==> src/design/uie_pkg.sv <==
// Shared constants, types and decode helpers for the UART interrupt and status block.
// Assumes one 40 MHz clock and a host on an eight-bit register port with three address lines.
package uie_pkg;

  // ****************************************
  // Widths and register addresses
  // ****************************************
  localparam int CNT_W = 6;
  localparam logic [2:0] A_DATA = 3'h0;
  localparam logic [2:0] A_MASK = 3'h1;
  localparam logic [2:0] A_SRC = 3'h2;
  localparam logic [2:0] A_LCTL = 3'h3;
  localparam logic [2:0] A_MCTL = 3'h4;
  localparam logic [2:0] A_LSTAT = 3'h5;
  localparam logic [2:0] A_MSTAT = 3'h6;
  localparam logic [2:0] A_SCRATCH = 3'h7;
  localparam logic [2:0] A_REV = 3'h0;
  localparam logic [2:0] A_PID = 3'h1;
  localparam logic [2:0] A_DIVLO = 3'h0;
  localparam logic [2:0] A_DIVHI = 3'h1;
  localparam logic [2:0] A_DIVFR = 3'h2;
  localparam logic [2:0] A_EFC = 3'h2;
  localparam logic [2:0] A_RES1 = 3'h4;
  localparam logic [2:0] A_RES2 = 3'h5;
  localparam logic [2:0] A_STOP1 = 3'h6;
  localparam logic [2:0] A_STOP2 = 3'h7;

  // ****************************************
  // Field positions, keys and reset values
  // ****************************************
  localparam logic [7:0] ENH_KEY = 8'hbf;
  localparam int LCR_DIV_BIT = 7;
  localparam int EFC_ENH_BIT = 4;
  localparam int FCR_EN_BIT = 0;
  localparam int FCR_RXRST_BIT = 1;
  localparam int FCR_TXRST_BIT = 2;
  localparam logic [7:0] REG_RST = 8'h00;
  localparam logic [7:0] DIV_RST = 8'h00;

  // ****************************************
  // Interrupt source codes and receive triggers
  // ****************************************
  localparam logic [5:0] CODE_LINE = 6'h06;
  localparam logic [5:0] CODE_RXTO = 6'h0c;
  localparam logic [5:0] CODE_RXDA = 6'h04;
  localparam logic [5:0] CODE_TXRDY = 6'h02;
  localparam logic [5:0] CODE_MODEM = 6'h00;
  localparam logic [5:0] CODE_XOFF = 6'h10;
  localparam logic [5:0] CODE_FLOW = 6'h20;
  localparam logic [5:0] CODE_NONE = 6'h01;
  localparam logic [CNT_W-1:0] RX_TRIG_0 = 6'h08;
  localparam logic [CNT_W-1:0] RX_TRIG_1 = 6'h10;
  localparam logic [CNT_W-1:0] RX_TRIG_2 = 6'h18;
  localparam logic [CNT_W-1:0] RX_TRIG_3 = 6'h1c;

  // Sources listed from highest priority down
  typedef enum logic [2:0] {SRC_LINE, SRC_RXTO, SRC_RXDA, SRC_TXRDY, SRC_MODEM, SRC_XOFF, SRC_FLOW,
                            SRC_NONE} uie_src_e;

  // Receive side status from the FIFO core
  typedef struct packed {
    logic [CNT_W-1:0] count;
    logic [2:0] head_err;
    logic fifo_err;
  } uie_rx_s;

  // Host-programmed configuration
  typedef struct packed {
    logic [7:0] mask;
    logic [7:0] fctl;
    logic [7:0] lctl;
    logic [7:0] mctl;
    logic [7:0] efc;
    logic [7:0] divlo;
    logic [7:0] divhi;
    logic [7:0] divfr;
    logic [7:0] altf;
    logic [7:0] res1;
    logic [7:0] res2;
    logic [7:0] stop1;
    logic [7:0] stop2;
  } uie_cfg_s;

  function automatic logic [5:0] uie_code(input uie_src_e s);
    case (s)
      SRC_LINE: uie_code = CODE_LINE;
      SRC_RXTO: uie_code = CODE_RXTO;
      SRC_RXDA: uie_code = CODE_RXDA;
      SRC_TXRDY: uie_code = CODE_TXRDY;
      SRC_MODEM: uie_code = CODE_MODEM;
      SRC_XOFF: uie_code = CODE_XOFF;
      SRC_FLOW: uie_code = CODE_FLOW;
      default: uie_code = CODE_NONE;
    endcase
  endfunction : uie_code

  function automatic logic [CNT_W-1:0] uie_rx_trig(input logic [1:0] sel);
    case (sel)
      2'h0: uie_rx_trig = RX_TRIG_0;
      2'h1: uie_rx_trig = RX_TRIG_1;
      2'h2: uie_rx_trig = RX_TRIG_2;
      default: uie_rx_trig = RX_TRIG_3;
    endcase
  endfunction : uie_rx_trig

endpackage : uie_pkg

==> src/design/uie_sync.sv <==
// Two-stage synchroniser for one level from outside the clock domain.
// Assumes the level is slow against the 40 MHz clock.
`timescale 1ns/100ps
`default_nettype none
module uie_sync
  import uie_pkg::*;
#(
  parameter logic RST_VAL = 1'b1
)
(
  input wire logic clk_i,
  input wire logic reset_i,
  input wire logic async_i,
  output logic sync_o
);

  logic meta_ff;
  logic sync_ff;

  // First stage feeds only the second
  always_ff @(posedge clk_i)
  begin
    if (reset_i)
    begin
      meta_ff <= RST_VAL;
      sync_ff <= RST_VAL;
    end
    else
    begin
      meta_ff <= async_i;
      sync_ff <= meta_ff;
    end
  end

  assign sync_o = sync_ff;

endmodule : uie_sync
`default_nettype wire

==> src/design/uie_prio.sv <==
// Fixed-priority picker over the pending interrupt sources.
// Assumes bit 0 of the pending vector is the highest priority source.
`timescale 1ns/100ps
`default_nettype none
module uie_prio
  import uie_pkg::*;
(
  input wire logic [6:0] pend_i,
  output uie_src_e top_o
);

  // Scan from lowest priority up so the highest pending wins last
  always_comb
  begin
    top_o = SRC_NONE;
    for (int i = 6; i >= 0; i--)
    begin
      if (pend_i[i])
      begin
        top_o = uie_src_e'(i[2:0]);
      end
    end
  end

endmodule : uie_prio
`default_nettype wire

==> src/design/uie_core.sv <==
// Interrupt mask, interrupt source, line status and enhanced register gating for one UART channel.
// Assumes the FIFO core, flow engines and modem logic run on clk_i and report status here.
`timescale 1ns/100ps
`default_nettype none
// Operation
// - Enhanced mask, source, fifo, modem and fraction fields locked unless enhanced bit 4 set.
// - Receive data interrupt raised once receive FIFO reaches programmed trigger level.
// - Receive level source and interrupt clear when count drops below trigger.
// - Data ready flag set on character arrival, cleared when FIFO empty.
// - FIFOs on with mask bits 0-3 clear gives polled mode via line status.
// - Line status bit 1 flags receive overrun.
// - Line status bits 2-4 show errors of the byte at the receive head.
// - Bit 5 shows holding register empty; bit 6 shows FIFO and shifter empty.
// - Bit 7 set while any FIFO character carries a data error.
// - Mask bit 0 enables receive data interrupt, per FIFO or non-FIFO mode.
// - Mask bit 1 enables transmit ready; enabling while empty interrupts at once.
// - Mask bit 2 enables line interrupt; overrun immediate, other errors at readout.
// - Mask bit 3 gates the modem status interrupt.
// - Mask bit 4 enables sleep; writable only with enhanced bit 4 set.
// - Mask bit 5 enables stop character interrupt; enhanced access only.
// - Mask bit 6 interrupts on RTS output rising from low to high.
// - Mask bit 7 interrupts on CTS input rising from low to high.
// - All mask bits reset to zero.
// - Source register reads give the held or else highest pending code in bits 0-5.
// - No other interrupt acknowledged until the reported one is serviced.
// - Source bit 0 reads zero when pending, one when idle and after reset.
// - Priority runs line, timeout, receive, transmit, modem, stop char, flow pin.
module uie_core
  import uie_pkg::*;
#(
  parameter logic [7:0] REVISION = 8'h01,
  parameter logic [7:0] PART_ID = 8'h5a
)
(
  input wire logic clk_i,
  input wire logic reset_i,
  input wire logic [2:0] addr_i,
  input wire logic rd_i,
  input wire logic wr_i,
  input wire logic [7:0] wdata_i,
  output logic [7:0] rdata_o,
  input wire uie_rx_s rx_i,
  input wire logic [7:0] rx_data_i,
  input wire logic rx_overrun_i,
  input wire logic rx_timeout_i,
  input wire logic tx_hold_empty_i,
  input wire logic tx_all_empty_i,
  input wire logic tx_below_trig_i,
  input wire logic [7:0] modem_stat_i,
  input wire logic stop_match_i,
  input wire logic resume_match_i,
  input wire logic rts_n_i,
  input wire logic cts_n_pin_i,
  output uie_cfg_s cfg_o,
  output logic rx_pop_o,
  output logic tx_push_o,
  output logic modem_rd_o,
  output logic rx_fifo_clr_o,
  output logic tx_fifo_clr_o,
  output logic irq_o
);

  // ****************************************
  // Access decode
  // ****************************************
  uie_cfg_s cfg_ff;
  logic [7:0] scratch_ff;
  logic [7:0] rdata_ff;
  logic enh;
  logic dlab;
  logic efr4;
  logic fifo_en;
  logic std_lo;
  logic div_lo;
  logic norm_hi;
  logic id_ok;

  function automatic logic hit(input logic [2:0] a, input logic [2:0] b);
    hit = (a == b);
  endfunction : hit

  assign enh = (cfg_ff.lctl == ENH_KEY);
  assign dlab = cfg_ff.lctl[LCR_DIV_BIT];
  assign efr4 = cfg_ff.efc[EFC_ENH_BIT];
  assign fifo_en = cfg_ff.fctl[FCR_EN_BIT];
  assign std_lo = !dlab;
  assign div_lo = dlab && !enh;
  assign norm_hi = !enh;
  assign id_ok = div_lo && (cfg_ff.divlo == DIV_RST) && (cfg_ff.divhi == DIV_RST);

  // Strobes that act on the core beside storing values
  assign rx_pop_o = rd_i && std_lo && hit(addr_i, A_DATA);
  assign tx_push_o = wr_i && std_lo && hit(addr_i, A_DATA);
  assign modem_rd_o = rd_i && norm_hi && hit(addr_i, A_MSTAT);
  // Reset bits act only with the enable bit in the same write
  assign rx_fifo_clr_o = wr_i && std_lo && hit(addr_i, A_SRC) && wdata_i[FCR_EN_BIT] && wdata_i[FCR_RXRST_BIT];
  assign tx_fifo_clr_o = wr_i && std_lo && hit(addr_i, A_SRC) && wdata_i[FCR_EN_BIT] && wdata_i[FCR_TXRST_BIT];

  logic rd_src;
  logic rd_lsr;
  logic wr_mask;
  assign rd_src = rd_i && std_lo && hit(addr_i, A_SRC);
  assign rd_lsr = rd_i && norm_hi && hit(addr_i, A_LSTAT);
  assign wr_mask = wr_i && std_lo && hit(addr_i, A_MASK);

  // ****************************************
  // Host configuration registers
  // ****************************************
  // Enhanced fields keep their value when the unlock bit is clear
  always_ff @(posedge clk_i)
  begin
    if (reset_i)
    begin
      cfg_ff <= '0;
      scratch_ff <= REG_RST;
    end
    else if (wr_i)
    begin
      if (hit(addr_i, A_LCTL))
      begin
        cfg_ff.lctl <= wdata_i;
      end
      if (wr_mask)
      begin
        cfg_ff.mask <= {efr4 ? wdata_i[7:4] : cfg_ff.mask[7:4], wdata_i[3:0]};
      end
      if (std_lo && hit(addr_i, A_SRC))
      begin
        if (wdata_i[FCR_EN_BIT])
        begin
          cfg_ff.fctl <= {wdata_i[7:6], efr4 ? wdata_i[5:4] : cfg_ff.fctl[5:4], wdata_i[3], 3'h1};
        end
        else
        begin
          cfg_ff.fctl <= {cfg_ff.fctl[7:1], 1'b0};
        end
      end
      if (div_lo && hit(addr_i, A_DIVLO))
      begin
        cfg_ff.divlo <= wdata_i;
      end
      if (div_lo && hit(addr_i, A_DIVHI))
      begin
        cfg_ff.divhi <= wdata_i;
      end
      if (div_lo && hit(addr_i, A_DIVFR))
      begin
        if (efr4)
        begin
          cfg_ff.divfr <= {2'h0, wdata_i[5:0]};
        end
        else
        begin
          cfg_ff.altf <= {5'h00, wdata_i[2:0]};
        end
      end
      if (enh && hit(addr_i, A_EFC))
      begin
        cfg_ff.efc <= wdata_i;
      end
      if (norm_hi && hit(addr_i, A_MCTL))
      begin
        cfg_ff.mctl <= {efr4 ? wdata_i[7:5] : cfg_ff.mctl[7:5], wdata_i[4:0]};
      end
      if (norm_hi && hit(addr_i, A_SCRATCH))
      begin
        scratch_ff <= wdata_i;
      end
      // Flow match characters only under the access code
      if (enh && hit(addr_i, A_RES1))
      begin
        cfg_ff.res1 <= wdata_i;
      end
      if (enh && hit(addr_i, A_RES2))
      begin
        cfg_ff.res2 <= wdata_i;
      end
      if (enh && hit(addr_i, A_STOP1))
      begin
        cfg_ff.stop1 <= wdata_i;
      end
      if (enh && hit(addr_i, A_STOP2))
      begin
        cfg_ff.stop2 <= wdata_i;
      end
    end
  end

  assign cfg_o = cfg_ff;

  // ****************************************
  // Pin and edge capture
  // ****************************************
  logic cts_n_s;
  logic cts_q_ff;
  logic rts_q_ff;
  logic txc_q_ff;
  logic err_seen_ff;

  uie_sync #(.RST_VAL(1'b1)) u_cts_sync
  (
    .clk_i(clk_i),
    .reset_i(reset_i),
    .async_i(cts_n_pin_i),
    .sync_o(cts_n_s)
  );

  logic dr;
  logic head_bad;
  logic txc;
  assign dr = (rx_i.count != '0);
  assign head_bad = dr && (|rx_i.head_err);
  // Non-FIFO mode watches the holding register, FIFO mode the trigger
  assign txc = fifo_en ? tx_below_trig_i : tx_hold_empty_i;

  // Previous values for edge detection
  always_ff @(posedge clk_i)
  begin
    if (reset_i)
    begin
      cts_q_ff <= 1'b1;
      rts_q_ff <= 1'b1;
      txc_q_ff <= 1'b1;
      err_seen_ff <= 1'b0;
    end
    else
    begin
      cts_q_ff <= cts_n_s;
      rts_q_ff <= rts_n_i;
      txc_q_ff <= txc;
      err_seen_ff <= head_bad;
    end
  end

  // ****************************************
  // Sticky interrupt causes; set wins over clear
  // ****************************************
  uie_src_e rep;
  uie_src_e cur_ff;
  logic ovr_ff;
  logic line_ff;
  logic rxto_ff;
  logic tx_ff;
  logic stop_ff;
  logic flow_ff;
  logic set_line;
  logic set_tx;
  logic set_flow;

  // Errors of the head byte interrupt once it reaches the read port
  assign set_line = rx_overrun_i || (head_bad && !err_seen_ff);
  assign set_tx = (txc && !txc_q_ff) || (wr_mask && wdata_i[1] && !cfg_ff.mask[1] && tx_hold_empty_i);
  assign set_flow = (cfg_ff.mask[6] && rts_n_i && !rts_q_ff)
                 || (cfg_ff.mask[7] && cts_n_s && !cts_q_ff);

  always_ff @(posedge clk_i)
  begin
    if (reset_i)
    begin
      ovr_ff <= 1'b0;
      line_ff <= 1'b0;
    end
    else
    begin
      ovr_ff <= rx_overrun_i || (ovr_ff && !rd_lsr);
      line_ff <= set_line || (line_ff && !rd_lsr);
    end
  end

  always_ff @(posedge clk_i)
  begin
    if (reset_i)
    begin
      rxto_ff <= 1'b0;
      tx_ff <= 1'b0;
    end
    else
    begin
      rxto_ff <= rx_timeout_i || (rxto_ff && !rx_pop_o);
      tx_ff <= set_tx || (tx_ff && !tx_push_o && !(rd_src && rep == SRC_TXRDY));
    end
  end

  always_ff @(posedge clk_i)
  begin
    if (reset_i)
    begin
      stop_ff <= 1'b0;
      flow_ff <= 1'b0;
    end
    else
    begin
      stop_ff <= stop_match_i || (stop_ff && !rd_src && !resume_match_i);
      flow_ff <= set_flow || (flow_ff && !modem_rd_o);
    end
  end

  // ****************************************
  // Pending sources and reporting
  // ****************************************
  logic [7:0] pend;
  logic at_trig;
  uie_src_e top;
  assign at_trig = (rx_i.count >= uie_rx_trig(cfg_ff.fctl[7:6]));
  // With mask bits 0-3 clear only stop char and flow pin sources can fire; host polls line status
  assign pend[0] = cfg_ff.mask[2] && line_ff;
  assign pend[1] = cfg_ff.mask[0] && fifo_en && rxto_ff;
  assign pend[2] = cfg_ff.mask[0] && (fifo_en ? at_trig : dr);
  assign pend[3] = cfg_ff.mask[1] && tx_ff;
  assign pend[4] = cfg_ff.mask[3] && (|modem_stat_i[3:0]);
  assign pend[5] = efr4 && cfg_ff.mask[5] && stop_ff;
  assign pend[6] = efr4 && flow_ff;
  assign pend[7] = 1'b0;

  uie_prio u_prio
  (
    .pend_i(pend[6:0]),
    .top_o(top)
  );

  // Reported source holds while still pending so others wait
  assign rep = (cur_ff != SRC_NONE && pend[cur_ff]) ? cur_ff : top;

  always_ff @(posedge clk_i)
  begin
    if (reset_i)
    begin
      cur_ff <= SRC_NONE;
    end
    else
    begin
      cur_ff <= rep;
    end
  end

  assign irq_o = (rep != SRC_NONE);

  // ****************************************
  // Read data
  // ****************************************
  logic [7:0] rd_val;
  logic [7:0] lsr_val;
  logic [5:0] code;
  assign code = uie_code(rep);
  assign lsr_val = {rx_i.fifo_err, tx_all_empty_i, tx_hold_empty_i, rx_i.head_err, ovr_ff, dr};

  always_comb
  begin
    rd_val = 8'h00;
    if (hit(addr_i, A_LCTL))
    begin
      rd_val = cfg_ff.lctl;
    end
    else if (enh && hit(addr_i, A_EFC))
    begin
      rd_val = cfg_ff.efc;
    end
    else if (enh)
    begin
      case (addr_i)
        A_RES1: rd_val = cfg_ff.res1;
        A_RES2: rd_val = cfg_ff.res2;
        A_STOP1: rd_val = cfg_ff.stop1;
        A_STOP2: rd_val = cfg_ff.stop2;
        default: rd_val = 8'h00;
      endcase
    end
    else
    begin
      case (addr_i)
        A_DATA: rd_val = dlab ? (id_ok ? REVISION : cfg_ff.divlo) : rx_data_i;
        A_MASK: rd_val = dlab ? (id_ok ? PART_ID : cfg_ff.divhi)
                              : {efr4 ? cfg_ff.mask[7:4] : 4'h0, cfg_ff.mask[3:0]};
        A_SRC: rd_val = dlab ? (efr4 ? cfg_ff.divfr : cfg_ff.altf)
                             : {{2{fifo_en}}, efr4 ? code[5:4] : 2'h0, code[3:0]};
        A_MCTL: rd_val = {efr4 ? cfg_ff.mctl[7:5] : 3'h0, cfg_ff.mctl[4:0]};
        A_LSTAT: rd_val = lsr_val;
        A_MSTAT: rd_val = modem_stat_i;
        A_SCRATCH: rd_val = scratch_ff;
        default: rd_val = 8'h00;
      endcase
    end
  end

  // Read data stands until the next read
  always_ff @(posedge clk_i)
  begin
    if (reset_i)
    begin
      rdata_ff <= 8'h00;
    end
    else if (rd_i)
    begin
      rdata_ff <= rd_val;
    end
  end

  assign rdata_o = rdata_ff;
endmodule : uie_core
`default_nettype wire

==> config.mk <==
export PLATFORM = sky130hd
export DESIGN_NAME = uie_core
export DESIGN_NICKNAME = d
export VERILOG_FILES = /design/src/design/uie_pkg.sv /design/src/design/uie_sync.sv /design/src/design/uie_prio.sv /design/src/design/uie_core.sv
export SDC_FILE = /design/constraint.sdc
export NUM_CORES = 1
export LEC_CHECK = 0
export BUFFER_PORTS_ARGS = -buffer_cell sky130_fd_sc_hd__buf_2
export CAP_MARGIN = 10
export CORE_MARGIN = 2
export CORE_UTILIZATION = 30
export CTS_CLUSTER_DIAMETER = 200
export CTS_CLUSTER_SIZE = 10
export DETAILED_ROUTE_END_ITERATION = 8
export PLACE_DENSITY_LB_ADDON = 0.2
export SKIP_CTS_REPAIR_TIMING = 1
export SLEW_MARGIN = 10
export SYNTH_ARGS = -nofsm -noshare
export SYNTH_HDL_FRONTEND = slang
export SYNTH_SLANG_ARGS = --single-unit
==> constraint.sdc <==
create_clock -name clk_i -period 3.91 [get_ports clk_i]
set_clock_uncertainty 0.05 [all_clocks]
set_input_delay 0.1955 -clock clk_i [delete_from_list [all_inputs] [get_ports clk_i]]
set_output_delay 0.1955 -clock clk_i [all_outputs]
set_load 0.005 [all_outputs]
==> reports/results.ini, run 1 <==
[critical_path]
path_buf_inv = 1
cp-end-kind = output pin
ff2ff_setup_slack_ns = 0.99
setup.worst_path.class = register to output pin
startpoint_type = register
crit_family = compound AO/OA/AOI/OAI gates
critical_path.max_fanout = 5
worst-r2r-cell-count = 9
crit_chain = nor2b_1 > ha_1 > nor4bb_1 > o31ai_1 > a21oi_1 > a221oi_1 > nand4_1 > buf_2
r2r-start = cfg_o[94]
worstPathRequired_ns = 3.66
cp_slowest_cell = a221oi_1
crit_arrival_ns = 2.90
critPathMaxStageDelay_ns = 0.53
r2r_end = tx_ff

[timing]
tns_ns = 0
period_share_pct = 80.41
rsz0062_at_grt = false
timing.hold.ws_ns = -0.009414
fmaxAchievable_ghz = 0.3181
finalMaxSlewViolations = 0
setup_violations = 0
period_needed_ns = 3.144
worst_pin_slew_ns = 0.9421
finalHoldViolCount = 1
setup_ws_ns = 0.7661
relSlewSlack_pct = 37.20

[layout]
most-common-layout-cells = 157 x buf_2, 126 x dfxtp_1, 100 x nand2_1
nets = 914
fin_cells = 1150
layout-drive-gt1-share_pct = 28.15
area_delta_synth_final_pct = 24.03
layout_commonest_cell = buf_2

[min_path]
hold_end = ovr_ff
whs_path_depth = 3
hold_path_startpoint = rx_overrun_i
hp-class = primary input to register

[floorplan]
ios = 168
dieArea_um2 = 22300
coreArea_um2 = 20890
placementRows = 53
start_util_pct = 30.34
die_width_um = 149.3
fp.dieH_um = 149.3

[logic_synthesis]
ys_ff_latch = 126
synthCells = 727
synthArstFlopShare_pct = 0
syn_area_per_cell_um2 = 8.717
synth_edf_count = 0
synth_cell_types = 69
syn-cell-area_um2 = 6337
seq_area_frac_synth_pct = 39.80
ys_warn_count = 0
synth_top_flop_cell = dfxtp_1

[clocking]
clk-insertion-delay-late_ns = 0.43
clock_sinks = 126
clk_pin_slew_ns = 0.05
clock_path_buffers = 2
clockRootBuffer = clkbuf_16
htreeDepth = 4
cts-buffers-inserted = 17
cts_tree = built

[drt]
drc_errors = 0
drtIter0Drc = 467
vias = 6060
drt_pass1_iterations = 4
drt.antenna.violating_nets = 0
wl_per_cell_um = 20.63
wl_um = 23730
detail_route.vias_per_cell = 5.270

[flow_run]
cap_violations = 0

[global_route]
grtUsageTotal_pct = 21.34
grt_pass1_vias = 5638
grt_pass1_wl_um = 35420
grt.overflow.total = 0
grt_antenna_before_repair = 0
grt_start_max_net_pins = 85

[pwr]
peakVddDrop_uv = 249.0
total_power_mw = 3.039
leakage_nw = 3.509
power.density_nw_per_um2 = 386.7

[place]
dp_cells = 1113
io_buffers = 158
dpl.hpwl_um = 17210
place_ws_ns = 0.9851
gp_congestion = 0.9132

[status]
status = finished, violations left
violations = negative hold slack

[worst max-delay path by stage]
stage / startpoint / to / slack (ns) / cells past startpoint
floorplan: cfg_o[94] / tx_ff / 1.37 / 9
global placement: cfg_o[94] / tx_ff / 1.09 / 9
detailed placement: cfg_o[94] / tx_ff / 0.99 / 9
CTS: cfg_o[94] / irq_o / 0.76 / 8
global route: cfg_o[94] / irq_o / 0.51 / 8
finish: cfg_o[94] / irq_o / 0.77 / 8
[layer usage]
layer	vias up	wire length (um)	GRT usage (%)
met3	17	1492	4.557
met5	-	0	0
li1	2868	-	-
met2	198	10700	32.27
met1	2977	11260	30.93
met4	0	270	5.095
[report_power, final]
group	total [mW]	leakage, nW	internal [mW]	switching (mW)
clock network	1.46	0.248	0.813	0.645
logic	0.259	2.24	0.0924	0.166
registers	1.32	1.02	1.30	0.0185
[cell type report]
| cell class | instances | area [um2] |
|---|---|---|
| fill | 2224 | 13030 |
| multi-input combinational | 537 | 3526 |
| sequential | 126 | 2522 |
| timing repair buffer | 170 | 893.4 |
| clock buffer | 17 | 425.4 |
| tap | 275 | 344.1 |
| clock inverter | 15 | 112.6 |
| inverter | 9 | 33.78 |
| antenna | 1 | 2.502 |
[synth_stat cells, types with 3 or more instances]
cell | number | area share [%]
dfxtp_1 | 126 | 40
nand2_1 | 100 | 5.9
nor2_1 | 95 | 5.6
mux2i_1 | 70 | 11
a21oi_1 | 56 | 4.4
clkbuf_1 | 43 | 2.5
o21ai_0 | 20 | 1.6
nand3_1 | 19 | 1.5
mux2_2 | 12 | 2.1
mux4_2 | 11 | 3.9
buf_4 | 10 | 1.2
nand4_1 | 10 | 0.99
buf_2 | 9 | 0.71
inv_1 | 9 | 0.53
a211oi_1 | 8 | 0.95
nor2b_1 | 8 | 0.79
a32oi_1 | 7 | 0.97
and2_1 | 7 | 0.69
a221oi_1 | 6 | 0.83
a22oi_1 | 6 | 0.71
or2_2 | 6 | 0.59
a22o_1 | 5 | 0.69
a31oi_1 | 5 | 0.49
nand2b_1 | 5 | 0.49
nor4_1 | 5 | 0.49
o211ai_1 | 4 | 0.47
a31o_2 | 3 | 0.41
and3_1 | 3 | 0.30
ha_1 | 3 | 0.59
nand4b_1 | 3 | 0.41
nor3_1 | 3 | 0.24
o31ai_1 | 3 | 0.36
[stage by stage]
stage	hold slack (ns)	util [%]	cell area, um2
final	-0.009414	37.63	7860
after global routing	0.0002281	37.62	7858
after CTS	-0.1013	37.42	7818
after detailed placement	0.3358	34.85	7279
after global placement	0.3378	34.85	7279
after floorplan	0.2493	-	6367
[worst reg2reg max path: stages, from the launching register on]
cell      delay [ns]
dfxtp_1         0.37
nor2b_1         0.15
ha_1            0.24
nor4bb_1        0.15
o31ai_1         0.42
a21oi_1         0.21
a221oi_1        0.53
a32oi_1         0.22
o311ai_0        0.35
a21oi_1         0.11
[registers in the layout, indices dropped and copies added, names as in the netlist, 3 cells and up]
| register | cells |
|---|---|
| cur_ff | 3 |
| rdata_o | 8 |
| scratch_ff | 8 |
| cfg_o | 95 |
[kinds of logic after synthesis]
| kind of cell | count (synthesis) | share of synthesized area (%) |
|---|---|---|
| mux | 93 | 17.10 |
| flops | 126 | 39.80 |
| other cells | 1 | 0.05917 |
| simple gates | 284 | 20.99 |
| compound gates | 148 | 16.43 |
| fa+ha+maj | 3 | 0.5924 |
| buf+inv | 72 | 5.034 |
Power figures use the tool's default switching activity.
==> inputs of run 2 (changes only) <==
- clock period: 3.91 -> 3.15 ns (I/O delays scaled with it)
==> run 2 against run 1 <==
Net effect:
- the flow still finishes with violations (negative hold slack)
- non-clock buffer count is 18 higher
- critical path depth is 1 higher
- count of clock-buffer cells in the layout is 2 higher
- design area is 2.5% higher
- critical endpoint unchanged
==> reports/results.ini, run 2 (same netlist as run 1, synthesis figures left out) <==
[timing]
finalMaxSlewViolations = 0  ; unchanged
setup_violations = 0  ; unchanged
finalHoldViolCount = 2  ; +1
period_share_pct = 91.38
timing.hold.ws_ns = -0.01652  ; -0.007111 ns
fmaxAchievable_ghz = 0.3474
setup_ws_ns = 0.2714  ; -0.4947 ns
period_needed_ns = 2.879
worst_pin_slew_ns = 1.098  ; +0.1559 ns
relSlewSlack_pct = 26.80  ; -10 points
rsz0062_at_grt = false
tns_ns = 0  ; unchanged

[critical_path]
r2r_end = rdata_o[5]
worst-r2r-cell-count = 10  ; +1
setup.worst_path.class = register to output pin
startpoint_type = register
crit_chain = nor2b_1 > ha_1 > nor4bb_1 > o31ai_2 > a21oi_1 > a221oi_1 > buf_4 > nand4_1 > buf_2
path_buf_inv = 2  ; +1
r2r-start = cfg_o[94]
critPathMaxStageDelay_ns = 0.38  ; -0.15 ns
worstPathRequired_ns = 2.94  ; -0.72 ns
critical_path.max_fanout = 5  ; unchanged
cp_slowest_cell = dfxtp_1
ff2ff_setup_slack_ns = 0.46  ; -0.53 ns
crit_arrival_ns = 2.67  ; -0.23 ns
crit_family = compound AO/OA/AOI/OAI gates
crit_path_start = cfg_o[94]
cp-end-kind = output pin

[clocking]
clock_path_buffers = 2  ; unchanged
clockRootBuffer = clkbuf_16
clk-insertion-delay-late_ns = 0.43  ; about the same
clk_pin_slew_ns = 0.06  ; about the same
cts-buffers-inserted = 17  ; unchanged
htreeDepth = 4  ; unchanged
cts_tree = built
clock_sinks = 126  ; unchanged

[place]
gp_congestion = 0.9091  ; -0.45%
dpl.hpwl_um = 17730  ; +3.0%
dp_cells = 1129  ; +1.4%
place_area_um2 = 7400  ; +1.7%
place_ws_ns = 0.3833  ; -0.6018 ns
io_buffers = 158  ; unchanged

[drt]
drtIter0Drc = 494  ; +5.8%
wl_per_cell_um = 20.58  ; -0.24%
vias = 6156  ; +1.6%
detail_route.vias_per_cell = 5.275  ; +0.10%
drc_errors = 0  ; unchanged
wl_um = 24020  ; +1.2%
drt_pass1_iterations = 5  ; +1
drt.antenna.violating_nets = 0  ; unchanged

[layout]
fin_cells = 1167  ; +1.5%
area_delta_synth_final_pct = 27.11
layout-drive-gt1-share_pct = 29.26  ; +1.1 points
num-fill-cells = 2200  ; -1.1%
diodes = 0  ; -1
layout_commonest_cell = buf_2
largest_register_ffs = 95  ; unchanged
fin_area_um2 = 8055  ; +2.5%
nets = 932  ; +2.0%
most-common-layout-cells = 157 x buf_2, 126 x dfxtp_1, 100 x nand2_1

[min_path]
hp-class = primary input to register
hold_end = err_seen_ff
hold_path_startpoint = rx_i[1]
whs_path_depth = 3  ; unchanged

[global_route]
grt_start_max_net_pins = 101  ; +19%
grt.overflow.total = 0  ; unchanged
grtUsageTotal_pct = 21.49  ; +0.15 points
grt_antenna_before_repair = 1  ; +1
grt_pass1_wl_um = 35520  ; +0.27%
grt_pass1_vias = 5663  ; +0.44%

[pwr]
peakVddDrop_uv = 309.8  ; +24%
leakage_nw = 3.626  ; +3.3%
power.density_nw_per_um2 = 491.8  ; +27%

[status]
status = finished, violations left
violations = negative hold slack

[floorplan]
dieArea_um2 = 22300  ; unchanged
fp.dieH_um = 149.3  ; unchanged
start_util_pct = 30.34  ; unchanged
die_width_um = 149.3  ; unchanged
ios = 168  ; unchanged
coreArea_um2 = 20890  ; unchanged
placementRows = 53  ; unchanged

[flow_run]
cap_violations = 0  ; unchanged

==> run 2: area by class of cell <==
type | instances | area, um2 | area share [%]
Clock inverter | 13 | 157.7 | 1.957
Timing Repair Buffer | 188 | 1033 | 12.83
Multi-Input combinational cell | 537 | 3531 | 43.83
Inverter | 9 | 33.78 | 0.4194
Sequential cell | 126 | 2522 | 31.31
Tap cell | 275 | 344.1 | 4.272
Clock buffer | 19 | 432.9 | 5.374
==> run 2: routing by layer <==
layer	part of all wire (%)	track usage [%]	vias to the layer above
met3	6.7	4.771	25
met2	45	32.71	250
met5	0.029	0	-
li1	-	-	2894
met1	47	30.48	2985
met4	1.6	6.095	2
==> run 2: metrics by stage <==
stage               hold slack, ns  power (mW)  utilization, %
detailed placement          0.2950       2.004           35.42
finish                    -0.01652       3.962           38.56
global placement            0.3019       2.005           35.42
global route              0.004081       4.082           38.56
floorplan                   0.2113       1.865               -
CTS                        -0.1390       3.985           38.25
==> run 2: how the worst max path moves through the flow <==
stage,cells past startpoint,to,slack [ns]
2_1_floorplan,9,tx_ff,0.61
3_3_place_gp,9,tx_ff,0.45
3_5_place_dp,9,tx_ff,0.38
4_1_cts,9,irq_o,0.15
5_1_grt,9,irq_o,0.03
6_report,9,irq_o,0.27
==> run 2: power breakdown <==
part | switching, mW | total (mW) | leakage (nW) | internal (mW)
Clock | 0.797 | 1.98 | 0.279 | 1.19
Sequential | 0.0218 | 1.64 | 1.02 | 1.62
Combinational | 0.213 | 0.340 | 2.33 | 0.127
==> run 2: worst min-delay path, delay by kind of cell <==
| family | cells | cell delay [ns] |
|---|---|---|
| buf+inv | 1 | 0.10 |
| compound gates | 1 | 0.08 |
| simple gates | 1 | 0.07 |
==> inputs of run 3 (changes only) <==
- CELL_PAD_IN_SITES_DETAIL_PLACEMENT: not set -> 1
- CELL_PAD_IN_SITES_GLOBAL_PLACEMENT: not set -> 1
- CORE_MARGIN: 2 -> 5
- CTS_CLUSTER_SIZE: 10 -> 30
==> run 3 against run 2 <==
Net effect:
- design area is 0.47% lower
- the flow still finishes with violations (negative hold slack)
- global-route usage is 0.79 points lower
- setup slack worse by 0.093 ns
- flip-flop and latch count stayed put
- highest routed layer unchanged
==> reports/results.ini, run 3 (same netlist as run 1, synthesis figures left out) <==
[status]
status = finished, violations left
violations = negative hold slack

[layout]
nets = 922  ; -1.1%
most-common-layout-cells = 157 x buf_2, 126 x dfxtp_1, 100 x nand2_1
layout_commonest_cell = buf_2
fin_cells = 1157  ; -0.86%
final_util_pct = 38.38  ; -0.18 points
largest_register_ffs = 95  ; unchanged
layout-drive-gt1-share_pct = 28.68  ; -0.58 points
diodes = 0  ; unchanged
num-fill-cells = 2507  ; +14%
area_delta_synth_final_pct = 26.52

[global_route]
grt.overflow.total = 0  ; unchanged
grt_start_max_net_pins = 79  ; -22%
grtUsageTotal_pct = 20.69  ; -0.79 points
grt_antenna_before_repair = 1  ; unchanged
grt_pass1_wl_um = 38090  ; +7.2%
grt_pass1_vias = 6187  ; +9.3%

[floorplan]
placementRows = 53  ; unchanged
dieArea_um2 = 24130  ; +8.2%
fp.dieH_um = 155.3  ; +4.0%
ios = 168  ; unchanged
die_width_um = 155.3  ; +4.0%
coreArea_um2 = 20890  ; unchanged
start_util_pct = 30.34  ; unchanged

[critical_path]
cp_slowest_cell = o31ai_1
cp-end-kind = output pin
setup.worst_path.class = register to output pin
worstPathRequired_ns = 2.94  ; about the same
crit_arrival_ns = 2.76  ; +0.09 ns
crit_family = compound AO/OA/AOI/OAI gates
crit_chain = nor2b_1 > ha_1 > nor4bb_1 > o31ai_1 > a21oi_1 > a221oi_2 > nand4_1 > buf_2
critPathMaxStageDelay_ns = 0.43  ; +0.05 ns
startpoint_type = register
critical_path.max_fanout = 5  ; unchanged
path_buf_inv = 1  ; -1

[place]
io_buffers = 158  ; unchanged
dpl.hpwl_um = 18480  ; +4.3%
dp_cells = 1120  ; -0.80%
gp_congestion = 0.8111  ; -11%

[drt]
drt_pass1_iterations = 5  ; unchanged
vias = 6089  ; -1.1%
drtIter0Drc = 332  ; -33%
drc_errors = 0  ; unchanged
detail_route.vias_per_cell = 5.263  ; -0.23%
drt.antenna.violating_nets = 0  ; unchanged
wl_um = 25320  ; +5.4%
wl_per_cell_um = 21.88  ; +6.3%

[clocking]
clock_path_buffers = 2  ; unchanged
clk-insertion-delay-late_ns = 0.43  ; about the same
htreeDepth = 4  ; unchanged
cts-buffers-inserted = 17  ; unchanged
clk_pin_slew_ns = 0.06  ; about the same
cts_tree = built
clockRootBuffer = clkbuf_16
clock_sinks = 126  ; unchanged

[flow_run]
cap_violations = 0  ; unchanged

[timing]
finalMaxSlewViolations = 0  ; unchanged
fmaxAchievable_ghz = 0.3366  ; -3.1%
setup_violations = 0  ; unchanged
rsz0062_at_grt = false
worst_pin_slew_ns = 0.8714  ; -0.2266 ns
period_needed_ns = 2.971  ; +0.09252 ns
relSlewSlack_pct = 41.91  ; +15 points
period_share_pct = 94.32  ; +2.9 points
timing.hold.ws_ns = -0.02699  ; -0.01046 ns
tns_ns = 0  ; unchanged
finalHoldViolCount = 2  ; unchanged

[pwr]
leakage_nw = 3.594  ; -0.90%
power.density_nw_per_um2 = 507.2  ; +3.1%
peakVddDrop_uv = 297.9  ; -3.9%

[min_path]
hp-class = primary input to register

[run 3: per-layer routing]
layer	part of all wire, %	GRT usage (%)	wire length (um)
met3	5.1	4.590	1295
met5	0.028	0	7
met2	45	32.06	11360
met4	1.2	4.544	316
met1	49	29.53	12340
[run 3: where the power goes]
group          total (mW)  leakage [nW]  internal (mW)  switching (mW)
sequential           1.64          1.02           1.62          0.0212
combinational       0.336          2.28          0.121           0.215
clock                2.09         0.289           1.29           0.800
[run 3: area by class of cell]
class                      count  area (um2)  area share (%)
clock inverter                12       160.2           1.998
multi-input combinational    537        3532           44.05
clock buffer                  20       456.7           5.696
tap                          275       344.1           4.292
sequential                   126        2522           31.46
timing repair buffer         178       968.4           12.08
inverter                       9       33.78          0.4213
[run 3: worst paths after layout]
path	startpoint	end	slack (ns)	cells after the start
setup / recovery	cfg_o[94]	irq_o	0.18	8
hold / removal	rx_i[1]	err_seen_ff	-0.03	3
setup reg to reg	cfg_o[94]	rdata_o[1]	0.22	9
hold reg to reg	u_cts_sync.meta_ff	u_cts_sync.sync_o	0.38	1
[run 3: worst reg2reg max path, cell delays in order (launching register included)]
cell	delay, ns
dfxtp_1	0.38
nor2b_1	0.15
ha_1	0.23
nor4bb_1	0.14
o31ai_1	0.43
a21oi_1	0.23
and3_2	0.26
o311ai_0	0.52
a32oi_1	0.21
a211oi_1	0.24
[run 3: stage by stage]
step / total power [mW] / cell area [um2] / setup slack, ns / hold WS [ns]
6_report: 4.067 / 8018 / 0.1789 / -0.02699
5_1_grt: 4.190 / 8018 / 0.02462 / 0.006629
4_1_cts: 4.084 / 7961 / 0.002963 / -0.1371
3_5_place_dp: 2.005 / 7345 / 0.1691 / 0.2982
3_3_place_gp: 2.004 / 7345 / 0.2791 / 0.3093
2_1_floorplan: 1.865 / 6367 / 0.6056 / 0.2113
